$ cat src/include/adcrs_map.svh
`ifndef ADCRS_MAP_SVH
`define ADCRS_MAP_SVH
// register byte offsets
`define ADCRS_CTRL_OFF 12'h000
`define ADCRS_MODE_OFF 12'h004
`define ADCRS_CHEN_OFF 12'h010
`define ADCRS_CHDIS_OFF 12'h014
`define ADCRS_STAT_OFF 12'h01C
`define ADCRS_LAST_OFF 12'h020
`define ADCRS_IMASK_OFF 12'h024
`define ADCRS_ISTAT_OFF 12'h028
`define ADCRS_CHRES_OFF 12'h030
// field positions
`define ADCRS_CTRL_START 1
`define ADCRS_MODE_SLEEP 5
`define ADCRS_STAT_OVR_LSB 8
`define ADCRS_STAT_DATA_READY_FLAG 16
`define ADCRS_STAT_GOVR 17
`define ADCRS_LAST_CH_LSB 12
// interrupt event bits
`define ADCRS_IRQ_DATA_READY_FLAG 0
`define ADCRS_IRQ_GOVR 1
`define ADCRS_IRQ_OVR 2
// reset values
`define ADCRS_MODE_RST 32'h0000_0000
`define ADCRS_MASK_RST 3'h0
`endif

$ cat src/include/adcrs_pkg.sv
package adcrs_pkg;
	localparam int ADCRS_NCH = 8;
	localparam int ADCRS_RW = 10;
	typedef logic [ADCRS_NCH-1:0] adcrs_chmask_t;
	typedef logic [ADCRS_RW-1:0] adcrs_result_t;
	typedef logic [2:0] adcrs_chidx_t;
	typedef enum logic [2:0] {
		ADCRS_AWAKE = 3'b001,
		ADCRS_ARMED = 3'b010,
		ADCRS_ASLEEP = 3'b100
	} adcrs_sleep_t;
endpackage

$ cat src/rtl/adcrs_top.sv
// Implementation choices: the register addresses and the APB slave port.
`timescale 1ns/1ps
`include "adcrs_map.svh"
// Notes on behaviour
// - only a read of the last-result register clears data ready; channel reads do not.
// - end of conversion on an enabled channel stores both results and sets data ready, even with a disable in the same cycle.
// - a channel read coinciding with an end of conversion elsewhere still sets data ready.
// - data ready is set only when data is stored; a coinciding last read with a disabled-channel end leaves it clear.
// - a store while data ready is still set raises the global overrun flag.
// - a status read clears global overrun, unless a new overrun happens in the same cycle.
// - a channel read coinciding with an overrun-causing store still sets global overrun.
// - a disable coinciding with an overrun-causing store still sets global overrun.
// - an end of conversion on an enabled channel whose done flag is set raises that channel's overrun flag.
// - a status read clears every channel overrun flag not newly set in the same cycle, even with a coinciding end of conversion after done was cleared.
// - reading a channel register, or the last register holding that channel, clears its done flag.
// - a channel read clears only that channel's done flag.
// - a disabled channel never gets its done flag raised.
// - sleep chosen while idle takes effect only after a following conversion completes.
module adcrs_top (
	input wire logic sys_clk,
	input wire logic rst_n,
	input wire logic psel,
	input wire logic penable,
	input wire logic pwrite,
	input wire logic [11:0] paddr,
	input wire logic [31:0] pwdata,
	output logic [31:0] prdata,
	output logic pready,
	output logic pslverr,
	input wire logic conv_done,
	input wire adcrs_pkg::adcrs_chidx_t conv_ch,
	input wire adcrs_pkg::adcrs_result_t conv_data,
	input wire logic conv_busy,
	output logic conv_start,
	output logic sleep_now,
	output adcrs_pkg::adcrs_chmask_t ch_enable,
	output logic irq
);
	import adcrs_pkg::*;

	adcrs_result_t chan_res [ADCRS_NCH];
	adcrs_result_t last_res;
	adcrs_chidx_t last_ch;
	adcrs_chmask_t done_flag;
	adcrs_chmask_t channel_overrun_flag;
	logic data_ready_flag;
	logic global_overrun_flag;
	logic [31:0] mode_reg;
	logic [2:0] irq_mask;
	logic [2:0] irq_stat;
	adcrs_sleep_t slp;
	adcrs_sleep_t next_slp;

	////////////////////////////////////////////////////////////////////////
	// bus decode
	logic acc, wr_acc, rd_acc;
	logic rd_stat, rd_last;
	adcrs_chidx_t rd_idx;
	assign acc = psel && penable;
	assign wr_acc = acc && pwrite;
	assign rd_acc = acc && !pwrite;
	assign pready = 1'b1;
	assign rd_stat = rd_acc && paddr == `ADCRS_STAT_OFF;
	assign rd_last = rd_acc && paddr == `ADCRS_LAST_OFF;
	// channel registers occupy 0x030..0x04C, one word each
	logic chan_hit;
	assign chan_hit = rd_acc && paddr >= `ADCRS_CHRES_OFF && paddr < `ADCRS_CHRES_OFF + 12'h020
		&& paddr[1:0] == 2'b00;
	assign rd_idx = 3'((paddr - `ADCRS_CHRES_OFF) >> 2);

	// unmapped words answer with an error and change nothing
	logic mapped;
	always_comb begin
		mapped = paddr[1:0] == 2'b00 && (paddr == `ADCRS_CTRL_OFF || paddr == `ADCRS_MODE_OFF
			|| paddr == `ADCRS_CHEN_OFF || paddr == `ADCRS_CHDIS_OFF
			|| paddr == `ADCRS_STAT_OFF || paddr == `ADCRS_LAST_OFF
			|| paddr == `ADCRS_IMASK_OFF || paddr == `ADCRS_ISTAT_OFF
			|| (paddr >= `ADCRS_CHRES_OFF && paddr < `ADCRS_CHRES_OFF + 12'h020));
	end
	assign pslverr = acc && !mapped;

	////////////////////////////////////////////////////////////////////////
	// conversion event qualification
	logic store;
	logic ch_disable_now;
	assign store = conv_done && ch_enable[conv_ch];
	assign ch_disable_now = wr_acc && paddr == `ADCRS_CHDIS_OFF;

	always_ff @(posedge sys_clk) begin
		if (!rst_n)
			ch_enable <= '0;
		else if (wr_acc && paddr == `ADCRS_CHEN_OFF)
			ch_enable <= ch_enable | pwdata[ADCRS_NCH-1:0];
		else if (ch_disable_now)
			ch_enable <= ch_enable & ~pwdata[ADCRS_NCH-1:0];
	end

	// results: disables do not block a store on a still-enabled channel
	// an end on a disabled channel leaves both result registers untouched
	always_ff @(posedge sys_clk) begin
		if (!rst_n) begin
			last_res <= '0;
			last_ch <= '0;
			for (int i = 0; i < ADCRS_NCH; i++)
				chan_res[i] <= '0;
		end else if (store) begin
			chan_res[conv_ch] <= conv_data;
			last_res <= conv_data;
			last_ch <= conv_ch;
		end
	end

	////////////////////////////////////////////////////////////////////////
	// per-channel done and overrun flags; set wins over clear
	always_ff @(posedge sys_clk) begin
		if (!rst_n) begin
			done_flag <= '0;
			channel_overrun_flag <= '0;
		end else begin
			for (int i = 0; i < ADCRS_NCH; i++) begin
				if (store && conv_ch == adcrs_chidx_t'(i))
					done_flag[i] <= 1'b1;
				else if ((chan_hit && rd_idx == adcrs_chidx_t'(i))
					|| (rd_last && last_ch == adcrs_chidx_t'(i)))
					done_flag[i] <= 1'b0;
				if (store && conv_ch == adcrs_chidx_t'(i) && done_flag[i])
					channel_overrun_flag[i] <= 1'b1;
				else if (rd_stat)
					channel_overrun_flag[i] <= 1'b0;
			end
		end
	end

	////////////////////////////////////////////////////////////////////////
	// global flags: independent of channel reads and disables
	// set wins: a status read in the same cycle does not hide the overrun
	logic new_govr;
	assign new_govr = store && data_ready_flag;

	always_ff @(posedge sys_clk) begin
		if (!rst_n)
			data_ready_flag <= 1'b0;
		else if (store)
			data_ready_flag <= 1'b1;
		else if (rd_last)
			data_ready_flag <= 1'b0;
	end

	always_ff @(posedge sys_clk) begin
		if (!rst_n)
			global_overrun_flag <= 1'b0;
		else if (new_govr)
			global_overrun_flag <= 1'b1;
		else if (rd_stat)
			global_overrun_flag <= 1'b0;
	end

	////////////////////////////////////////////////////////////////////////
	// mode, start command and sleep deferral
	always_ff @(posedge sys_clk) begin
		if (!rst_n)
			mode_reg <= `ADCRS_MODE_RST;
		else if (wr_acc && paddr == `ADCRS_MODE_OFF)
			mode_reg <= pwdata;
	end

	always_ff @(posedge sys_clk) begin
		if (!rst_n)
			conv_start <= 1'b0;
		else
			conv_start <= wr_acc && paddr == `ADCRS_CTRL_OFF && pwdata[`ADCRS_CTRL_START];
	end

	// sleep only after a conversion ends; idle selection just arms it
	// clearing the sleep choice wakes the core from either state
	always_comb begin
		next_slp = slp;
		case (slp)
			ADCRS_AWAKE:
				if (mode_reg[`ADCRS_MODE_SLEEP])
					next_slp = ADCRS_ARMED;
			ADCRS_ARMED:
				if (!mode_reg[`ADCRS_MODE_SLEEP])
					next_slp = ADCRS_AWAKE;
				else if (conv_done)
					next_slp = ADCRS_ASLEEP;
			ADCRS_ASLEEP:
				if (!mode_reg[`ADCRS_MODE_SLEEP])
					next_slp = ADCRS_AWAKE;
			default:
				next_slp = ADCRS_AWAKE;
		endcase
	end

	always_ff @(posedge sys_clk) begin
		if (!rst_n)
			slp <= ADCRS_AWAKE;
		else
			slp <= next_slp;
	end
	// a start wakes the core for one conversion; sleep returns at its end
	assign sleep_now = slp == ADCRS_ASLEEP && !conv_busy && !conv_start;

	////////////////////////////////////////////////////////////////////////
	// interrupts
	logic [2:0] irq_ev;
	assign irq_ev = {store && |(done_flag & (adcrs_chmask_t'(1) << conv_ch)), new_govr, store};

	always_ff @(posedge sys_clk) begin
		if (!rst_n)
			irq_mask <= `ADCRS_MASK_RST;
		else if (wr_acc && paddr == `ADCRS_IMASK_OFF)
			irq_mask <= pwdata[2:0];
	end

	always_ff @(posedge sys_clk) begin
		if (!rst_n)
			irq_stat <= '0;
		else if (wr_acc && paddr == `ADCRS_ISTAT_OFF)
			irq_stat <= (irq_stat & ~pwdata[2:0]) | irq_ev;
		else
			irq_stat <= irq_stat | irq_ev;
	end

	always_ff @(posedge sys_clk) begin
		if (!rst_n)
			irq <= 1'b0;
		else
			irq <= |(irq_stat & irq_mask);
	end

	////////////////////////////////////////////////////////////////////////
	// read data
	// loaded in the setup cycle; read side effects land in the access phase
	always_ff @(posedge sys_clk) begin
		if (!rst_n)
			prdata <= '0;
		else if (psel && !penable && !pwrite) begin
			prdata <= '0;
			case (paddr)
				`ADCRS_MODE_OFF: prdata <= mode_reg;
				`ADCRS_CHEN_OFF: prdata <= 32'(ch_enable);
				`ADCRS_STAT_OFF: prdata <= 32'(done_flag)
					| (32'(channel_overrun_flag) << `ADCRS_STAT_OVR_LSB)
					| (32'(data_ready_flag) << `ADCRS_STAT_DATA_READY_FLAG)
					| (32'(global_overrun_flag) << `ADCRS_STAT_GOVR);
				`ADCRS_LAST_OFF: prdata <= 32'(last_res) | (32'(last_ch) << `ADCRS_LAST_CH_LSB);
				`ADCRS_IMASK_OFF: prdata <= 32'(irq_mask);
				`ADCRS_ISTAT_OFF: prdata <= 32'(irq_stat);
				default:
					if (paddr >= `ADCRS_CHRES_OFF && paddr < `ADCRS_CHRES_OFF + 12'h020)
						prdata <= 32'(chan_res[3'((paddr - `ADCRS_CHRES_OFF) >> 2)]);
			endcase
		end
	end

	////////////////////////////////////////////////////////////////////////
	// checks
	// one-hot of the channel register being read, for the only-own-flag check
	adcrs_chmask_t chan_rd_mask;
	assign chan_rd_mask = adcrs_chmask_t'(1) << rd_idx;

	chk_data_ready_flag_chan_read: assert property (@(posedge sys_clk) disable iff (!rst_n)
		data_ready_flag && chan_hit && !rd_last |=> data_ready_flag)
		else $error("data ready lost on channel read");
	chk_data_ready_flag_only_last: assert property (@(posedge sys_clk) disable iff (!rst_n)
		data_ready_flag && !rd_last |=> data_ready_flag)
		else $error("data ready cleared without last read");
	chk_data_ready_flag_store: assert property (@(posedge sys_clk) disable iff (!rst_n)
		store |=> data_ready_flag && last_res == $past(conv_data))
		else $error("store did not set data ready");
	chk_chan_store: assert property (@(posedge sys_clk) disable iff (!rst_n)
		store |=> chan_res[$past(conv_ch)] == $past(conv_data))
		else $error("channel result not stored");
	chk_data_ready_flag_chan_coinc: assert property (@(posedge sys_clk) disable iff (!rst_n)
		store && chan_hit |=> data_ready_flag)
		else $error("data ready skipped");
	chk_data_ready_flag_no_store: assert property (@(posedge sys_clk) disable iff (!rst_n)
		rd_last && !store |=> !data_ready_flag)
		else $error("data ready left set without store");
	chk_govr_set: assert property (@(posedge sys_clk) disable iff (!rst_n)
		store && data_ready_flag |=> global_overrun_flag)
		else $error("global overrun not set");
	chk_govr_clear: assert property (@(posedge sys_clk) disable iff (!rst_n)
		rd_stat && !(store && data_ready_flag) |=> !global_overrun_flag)
		else $error("global overrun not cleared");
	chk_govr_stat_coinc: assert property (@(posedge sys_clk) disable iff (!rst_n)
		rd_stat && store && data_ready_flag |=> global_overrun_flag)
		else $error("overrun lost on status read");
	chk_govr_chan_read: assert property (@(posedge sys_clk) disable iff (!rst_n)
		chan_hit && store && data_ready_flag |=> global_overrun_flag)
		else $error("overrun lost on channel read");
	chk_govr_disable: assert property (@(posedge sys_clk) disable iff (!rst_n)
		ch_disable_now && store && data_ready_flag |=> global_overrun_flag)
		else $error("global overrun lost on disable");
	chk_ovr_set: assert property (@(posedge sys_clk) disable iff (!rst_n)
		store && done_flag[conv_ch] |=> channel_overrun_flag[$past(conv_ch)])
		else $error("channel overrun not set");
	chk_ovr_clear: assert property (@(posedge sys_clk) disable iff (!rst_n)
		rd_stat && !store |=> channel_overrun_flag == '0)
		else $error("channel overrun not cleared");
	chk_ovr_stat_coinc: assert property (@(posedge sys_clk) disable iff (!rst_n)
		rd_stat && store && !done_flag[conv_ch] |=> !channel_overrun_flag[$past(conv_ch)])
		else $error("channel overrun kept on status read");
	chk_done_chan_clear: assert property (@(posedge sys_clk) disable iff (!rst_n)
		chan_hit && !(store && conv_ch == rd_idx) |=> !done_flag[$past(rd_idx)])
		else $error("done not cleared by channel read");
	chk_done_last_clear: assert property (@(posedge sys_clk) disable iff (!rst_n)
		rd_last && !(store && conv_ch == last_ch) |=> !done_flag[$past(last_ch)])
		else $error("done not cleared by last read");
	chk_done_only_own: assert property (@(posedge sys_clk) disable iff (!rst_n)
		chan_hit |=> ($past(done_flag) & ~$past(chan_rd_mask) & ~done_flag) == '0)
		else $error("other channel done cleared");
	chk_done_disabled: assert property (@(posedge sys_clk) disable iff (!rst_n)
		conv_done && !ch_enable[conv_ch] |=> done_flag == $past(done_flag)
		|| $past(chan_hit || rd_last))
		else $error("done raised on disabled channel");
	chk_keep_disabled: assert property (@(posedge sys_clk) disable iff (!rst_n)
		conv_done && !ch_enable[conv_ch] |=> last_res == $past(last_res))
		else $error("result stored for disabled channel");
	chk_done_store: assert property (@(posedge sys_clk) disable iff (!rst_n)
		store |=> done_flag[$past(conv_ch)])
		else $error("done not set on store");
	chk_sleep_defer: assert property (@(posedge sys_clk) disable iff (!rst_n)
		slp == ADCRS_ARMED && !conv_done |=> slp != ADCRS_ASLEEP)
		else $error("sleep entered before conversion end");
	chk_sleep_enter: assert property (@(posedge sys_clk) disable iff (!rst_n)
		slp == ADCRS_ARMED && conv_done && mode_reg[`ADCRS_MODE_SLEEP]
		|=> slp == ADCRS_ASLEEP)
		else $error("sleep not entered after conversion end");
	chk_sleep_wake: assert property (@(posedge sys_clk) disable iff (!rst_n)
		!mode_reg[`ADCRS_MODE_SLEEP] |=> slp == ADCRS_AWAKE)
		else $error("sleep kept after choice cleared");
	chk_irq_level: assert property (@(posedge sys_clk) disable iff (!rst_n)
		|(irq_stat & irq_mask) |=> irq)
		else $error("interrupt not raised");

	// scenario covers
	cov_overrun: cover property (@(posedge sys_clk) disable iff (!rst_n) new_govr);
	cov_read_coinc: cover property (@(posedge sys_clk) disable iff (!rst_n) store && chan_hit);
	cov_sleep: cover property (@(posedge sys_clk) disable iff (!rst_n) slp == ADCRS_ASLEEP);
	cov_disable_coinc: cover property (@(posedge sys_clk) disable iff (!rst_n)
		store && ch_disable_now);
	cov_last_disabled: cover property (@(posedge sys_clk) disable iff (!rst_n)
		rd_last && conv_done && !ch_enable[conv_ch]);
endmodule

$ cat config.mk
export PLATFORM = sky130hd
export DESIGN_NAME = adcrs_top
export DESIGN_NICKNAME = d
export VERILOG_FILES = /design/src/include/adcrs_pkg.sv /design/src/rtl/adcrs_top.sv
export VERILOG_INCLUDE_DIRS = /design/src /design/src/include
export SDC_FILE = /design/constraint.sdc
export NUM_CORES = 1
export LEC_CHECK = 0
export BUFFER_PORTS_ARGS = -buffer_cell sky130_fd_sc_hd__buf_4
export CAP_MARGIN = 20
export CORE_UTILIZATION = 55
export CTS_CLUSTER_DIAMETER = 60
export DETAILED_ROUTE_END_ITERATION = 10
export PLACE_DENSITY = 0.81
export SETUP_SLACK_MARGIN = 0.02
export SYNTH_ARGS = -nofsm -noshare
export SYNTH_HDL_FRONTEND = slang
export SYNTH_SLANG_ARGS = --single-unit
$ cat constraint.sdc
create_clock -name sys_clk -period 2.8 [get_ports sys_clk]
set_input_delay 0.14 -clock sys_clk [delete_from_list [all_inputs] [get_ports sys_clk]]
set_output_delay 0.14 -clock sys_clk [all_outputs]
set_load 0.01 [all_outputs]
Word level (Yosys, flattened, before mapping). Memories as Yosys holds them, arrays and structs flattened. Cells that the tools add are included.

Bits in registers: 114. Bits in writable memories: 80. Bits of input ports: 64. Output and inout bits: 45. Logic and storage cells: 234. Memories: 1.

Add/sub/neg operators: 1. Order comparisons: 3. Eq/ne operators: 34. Shifts and indexed selects: 1. Muxes and demuxes: 47. Bitwise gates (word level): 13. Reduce and logical (&&, ||, !) cells: 106.

Memories: chan_res (depth 8, width 10, rd ports 1, clocked after Yosys merged registers in 0, write ports 8, RTL line adcrs_top.sv:41) `adcrs_result_t chan_res [ADCRS_NCH];`.

Operators with widths (number): $pmux 32 s6 (1); $logic_and 1x1->1 (57); $eq 3x3->1 const B (13); $reduce_bool 2->1 (19); $eq 12x5->1 const B (3); $eq 12x6->1 const B (3); $mux 1 (34); $eq 3x2->1 const B (7); $mux 10 (2); $mux 3 (6); $or 17x18->18 (1); $or 16x17->17 (1); $and 8x8->8 (2); $logic_or 1x1->1 (16); $mux 8 (2); $or 8x16->16 (1); $or 10x15->15 (1); $eq 12x3->1 const B (1); $eq 3x1->1 const B (4); $ge 12x6->1 const B (1); $logic_not 12->1 (1); $lt 12x7->1 const B (1); $reduce_or 10->1 (1); $logic_not 3->1 (3); other kinds (17) (24).

Logic depth before layout (Yosys ltp).
Depth in word-level cells: 12. Depth in mapped cells: 9. Gate-level depth less buffers: 5.

Worst setup path before layout. Ideal clock, no wire load.

Path type: reg-to-reg. Start point: reg with a tool-made name. End point: mem chan_res[0][0] (netlist name), enable pin. Setup time: 407 ps. Arrival: 2175 ps. Setup slack: 218 ps. Cell stages (with the launch flop): 6. Buffers on the path: 1. Clock period less this slack: 2582 ps. Cells stage by stage: dfxtp_1 mux4_2 mux2_2 nand2_2 buf_6 o41ai_1.

RTL lines (RTL line): to (decl) (adcrs_top.sv:41).

==> summary.md <==
| Metric | Value |
|---|---|
| Most frequent cells in the layout | `124 x nand2_1, 121 x buf_4, 114 x dfxtp_1` |
| Cell area power density | `540 nW/um2` |
| Util after Layout | `68.3%` |
| Crit-path slowest cell | `o31ai_1` |
| Post-DP HPWL | `15400 um` |
| Largest net degree at the start of global routing | `53` |
| Via count | `6878` |
| Relative slew slack | `22.5%` |
| Syn Nets | `870` |
| Syn avg cell area | `10.9 um2` |
| Status | `completed` |
| Drt total wl | `23000 um` |
| Dpl ws | `508 ps` |
| Synth warn | `0` |
| Synthesized cell area | `8810 um2` |
| Num rows | `45` |
| CTS buffer count | `17` |
| Clock Pin Slew Worst Setup and Hold Paths | `70 ps` |
| Gate Count Post-Synth | `806` |
| Via-per-instance ratio | `6.03` |
| Total track usage | `29.0%` |
| Global-route wire length before repair | `35700 um` |
| Largest register FFs | `80` |
| DRC | `0` |
| Fin crit period | `2330 ps` |
| Clk buf depth | `2` |
| Final TNS setup | `0 ps` |
| Arr. time, crit path | `2480 ps` |
| Drt pass-1 iters | `5` |
| Top FF cell, synth | `dfxtp_1` |
| CP top delay family | `compound AO/OA/AOI/OAI gates` |
| Async set-or-reset flop fraction in the synthesized netlist | `0%` |
| Final setup viols | `0` |
| Fill cells | `1162` |
| Area growth syn-to-layout | `19.6%` |
| Fin worst setup slack | `466 ps` |
| Share of cells above drive strength 1 | `21.4%` |
| Clk_skew | `11.4 ps` |
| Buffers on Ports | `107` |
| Final hold slack | `7.12 ps` |
| Fin area | `10500 um2` |
| Max_cap viols | `0` |
| Die area | `16500 um2` |
| ANT nets after route | `0` |
| Final worst path period share | `83.3%` |
| Crit end category | `flip-flop` |
| Post-synth cell types | `70` |
| Die width | `129 um` |
| Worst Tran Pin Value | `1160 ps` |
| WP buf/inv | `1` |
| Placed instance area | `9660 um2` |
| Core footprint | `15400 um2` |
| Worst skew pair latency | `440 ps` |
| Seq/Total Area, Yosys | `53.2%` |
| H-tree Lvls | `4` |
| Leakage dissipation | `3.94 nW` |
| Cell Chain, Critical Path | `mux4_2, mux2_2, nand2_2, o31ai_1, buf_4` |
| Max Slew Vio Count | `0` |
| Starting Density | `57.1%` |
| Total grt overflow | `0` |
| Post-CTS setup buffers | `0` |
| WL/cell | `20.2 um` |
| Peak Freq | `429 MHz` |
| Die height | `129 um` |
| Number of flops mapped to enable cells by yosys | `80` |
| Final Hold Fails | `0` |
| # nets final | `981` |
| IO Count | `109` |
| Worst Hold Class | `in -> reg` |
| Maximum vdd drop | `495 uV` |
| #FFs+latches synth | `194` |
| CP peak stage delay | `730 ps` |
| Drt initial violations | `690` |
| WP data required | `2950 ps` |
| Placer Congestion | `0.978` |
| CTS tree | `done` |
| Startpoint types | `flip-flop` |
| Sink Count | `194` |
| CTS Root Cell | `clkbuf_16` |
| Most common cell after layout, fill and taps aside | `nand2_1` |
| Critical path fanouts, max | `17` |
| RSZ-0062 raised after global routing | `false` |
| Critical path class | `reg -> reg` |
| Antenna violations before repair | `0` |
| # diodes | `0` |
| Vias in the first global route | `6473` |
## Yosys cell counts, types with 3 or more instances
| library cell | instances | share of area (%) |
|---|---|---|
| a21boi_0 | 6 | 0.51 |
| a21boi_1 | 31 | 2.6 |
| a21oi_1 | 11 | 0.62 |
| a221oi_1 | 6 | 0.60 |
| a22o_1 | 14 | 1.4 |
| a22oi_1 | 30 | 2.6 |
| a2bb2oi_1 | 3 | 0.30 |
| a31o_2 | 3 | 0.30 |
| a32o_1 | 10 | 1.1 |
| a41o_1 | 5 | 0.57 |
| and2_1 | 86 | 6.1 |
| and3_1 | 11 | 0.78 |
| buf_2 | 10 | 0.57 |
| buf_4 | 6 | 0.51 |
| buf_6 | 9 | 1.2 |
| clkbuf_1 | 33 | 1.4 |
| dfxtp_1 | 114 | 26 |
| edfxtp_1 | 80 | 27 |
| inv_1 | 4 | 0.17 |
| mux2_2 | 4 | 0.51 |
| mux2i_1 | 16 | 1.8 |
| mux4_2 | 22 | 5.6 |
| nand2_1 | 124 | 5.3 |
| nand3_1 | 18 | 1.0 |
| nand3b_1 | 4 | 0.34 |
| nand4_1 | 4 | 0.28 |
| nor2_1 | 17 | 0.72 |
| nor2b_1 | 23 | 1.6 |
| nor3_1 | 8 | 0.45 |
| o21ai_0 | 35 | 2.0 |
| o31ai_1 | 4 | 0.34 |
## worst reg2reg max path, cell delays in order, from the launching register on
cell     delay (ps)
dfxtp_1         420
mux4_2          280
mux2_2          160
nand2_2         190
o31ai_1         730
buf_4           280
## power by group
group	switching [mW]	internal [mW]
clock network	1.06	1.25
registers	0.0122	2.97
logic	0.216	0.182
## metal layers
metal / track usage (%) / routed length (um) / up-vias
li1: - / - / 3155
met4: 13.7 / 816 / 0
met2: 43.6 / 10500 / 353
met5: 0 / 0 / -
met3: 6.61 / 2130 / 55
met1: 40.0 / 9600 / 3315
## final timing paths
check                                 endpoint  slack [ps]  cells past startpoint         start
worst max-delay path            chan_res[2][9]         470                      5     flip-flop
worst min-delay path               last_res[6]           7                      3  conv_data[6]
worst min register to register    mode_reg[25]         450                      2  mode_reg[25]
worst max register to register  chan_res[2][9]         470                      5     flip-flop
## timing repair
| action | 4_1_cts | 5_1_grt |
|---|---|---|
| resized for setup | 0 | 0 |
| hold buffers | 32 | 0 |
| hold endpoints to repair | 39 | 0 |
## metrics by stage
stage,power (mW),instances
6_report,5.69,1141
5_1_grt,5.84,1141
3_5_place_dp,3.41,1077
4_1_cts,5.70,1141
2_1_floorplan,3.24,806
3_3_place_gp,3.40,1077
## layout make-up
class	count	area [um2]	share of cell area, %
repair buffers	153	1230	11.7
multi-input cells	547	3790	35.9
inverters	4	15.0	0.142
clock inverters	10	71.3	0.677
well taps	211	264	2.51
clock buffers	22	488	4.63
flip-flops and latches	194	4680	44.4
## cells by family after synthesis
logic type / after synthesis / share of synthesized area (%)
mux: 42 / 7.95
flops: 194 / 53.2
compound gates: 178 / 14.9
buf+inv: 65 / 3.95
other cells: 1 / 0.0426
simple gates: 325 / 19.9
xor+xnor: 1 / 0.0994
Power figures use the tool's default switching activity.
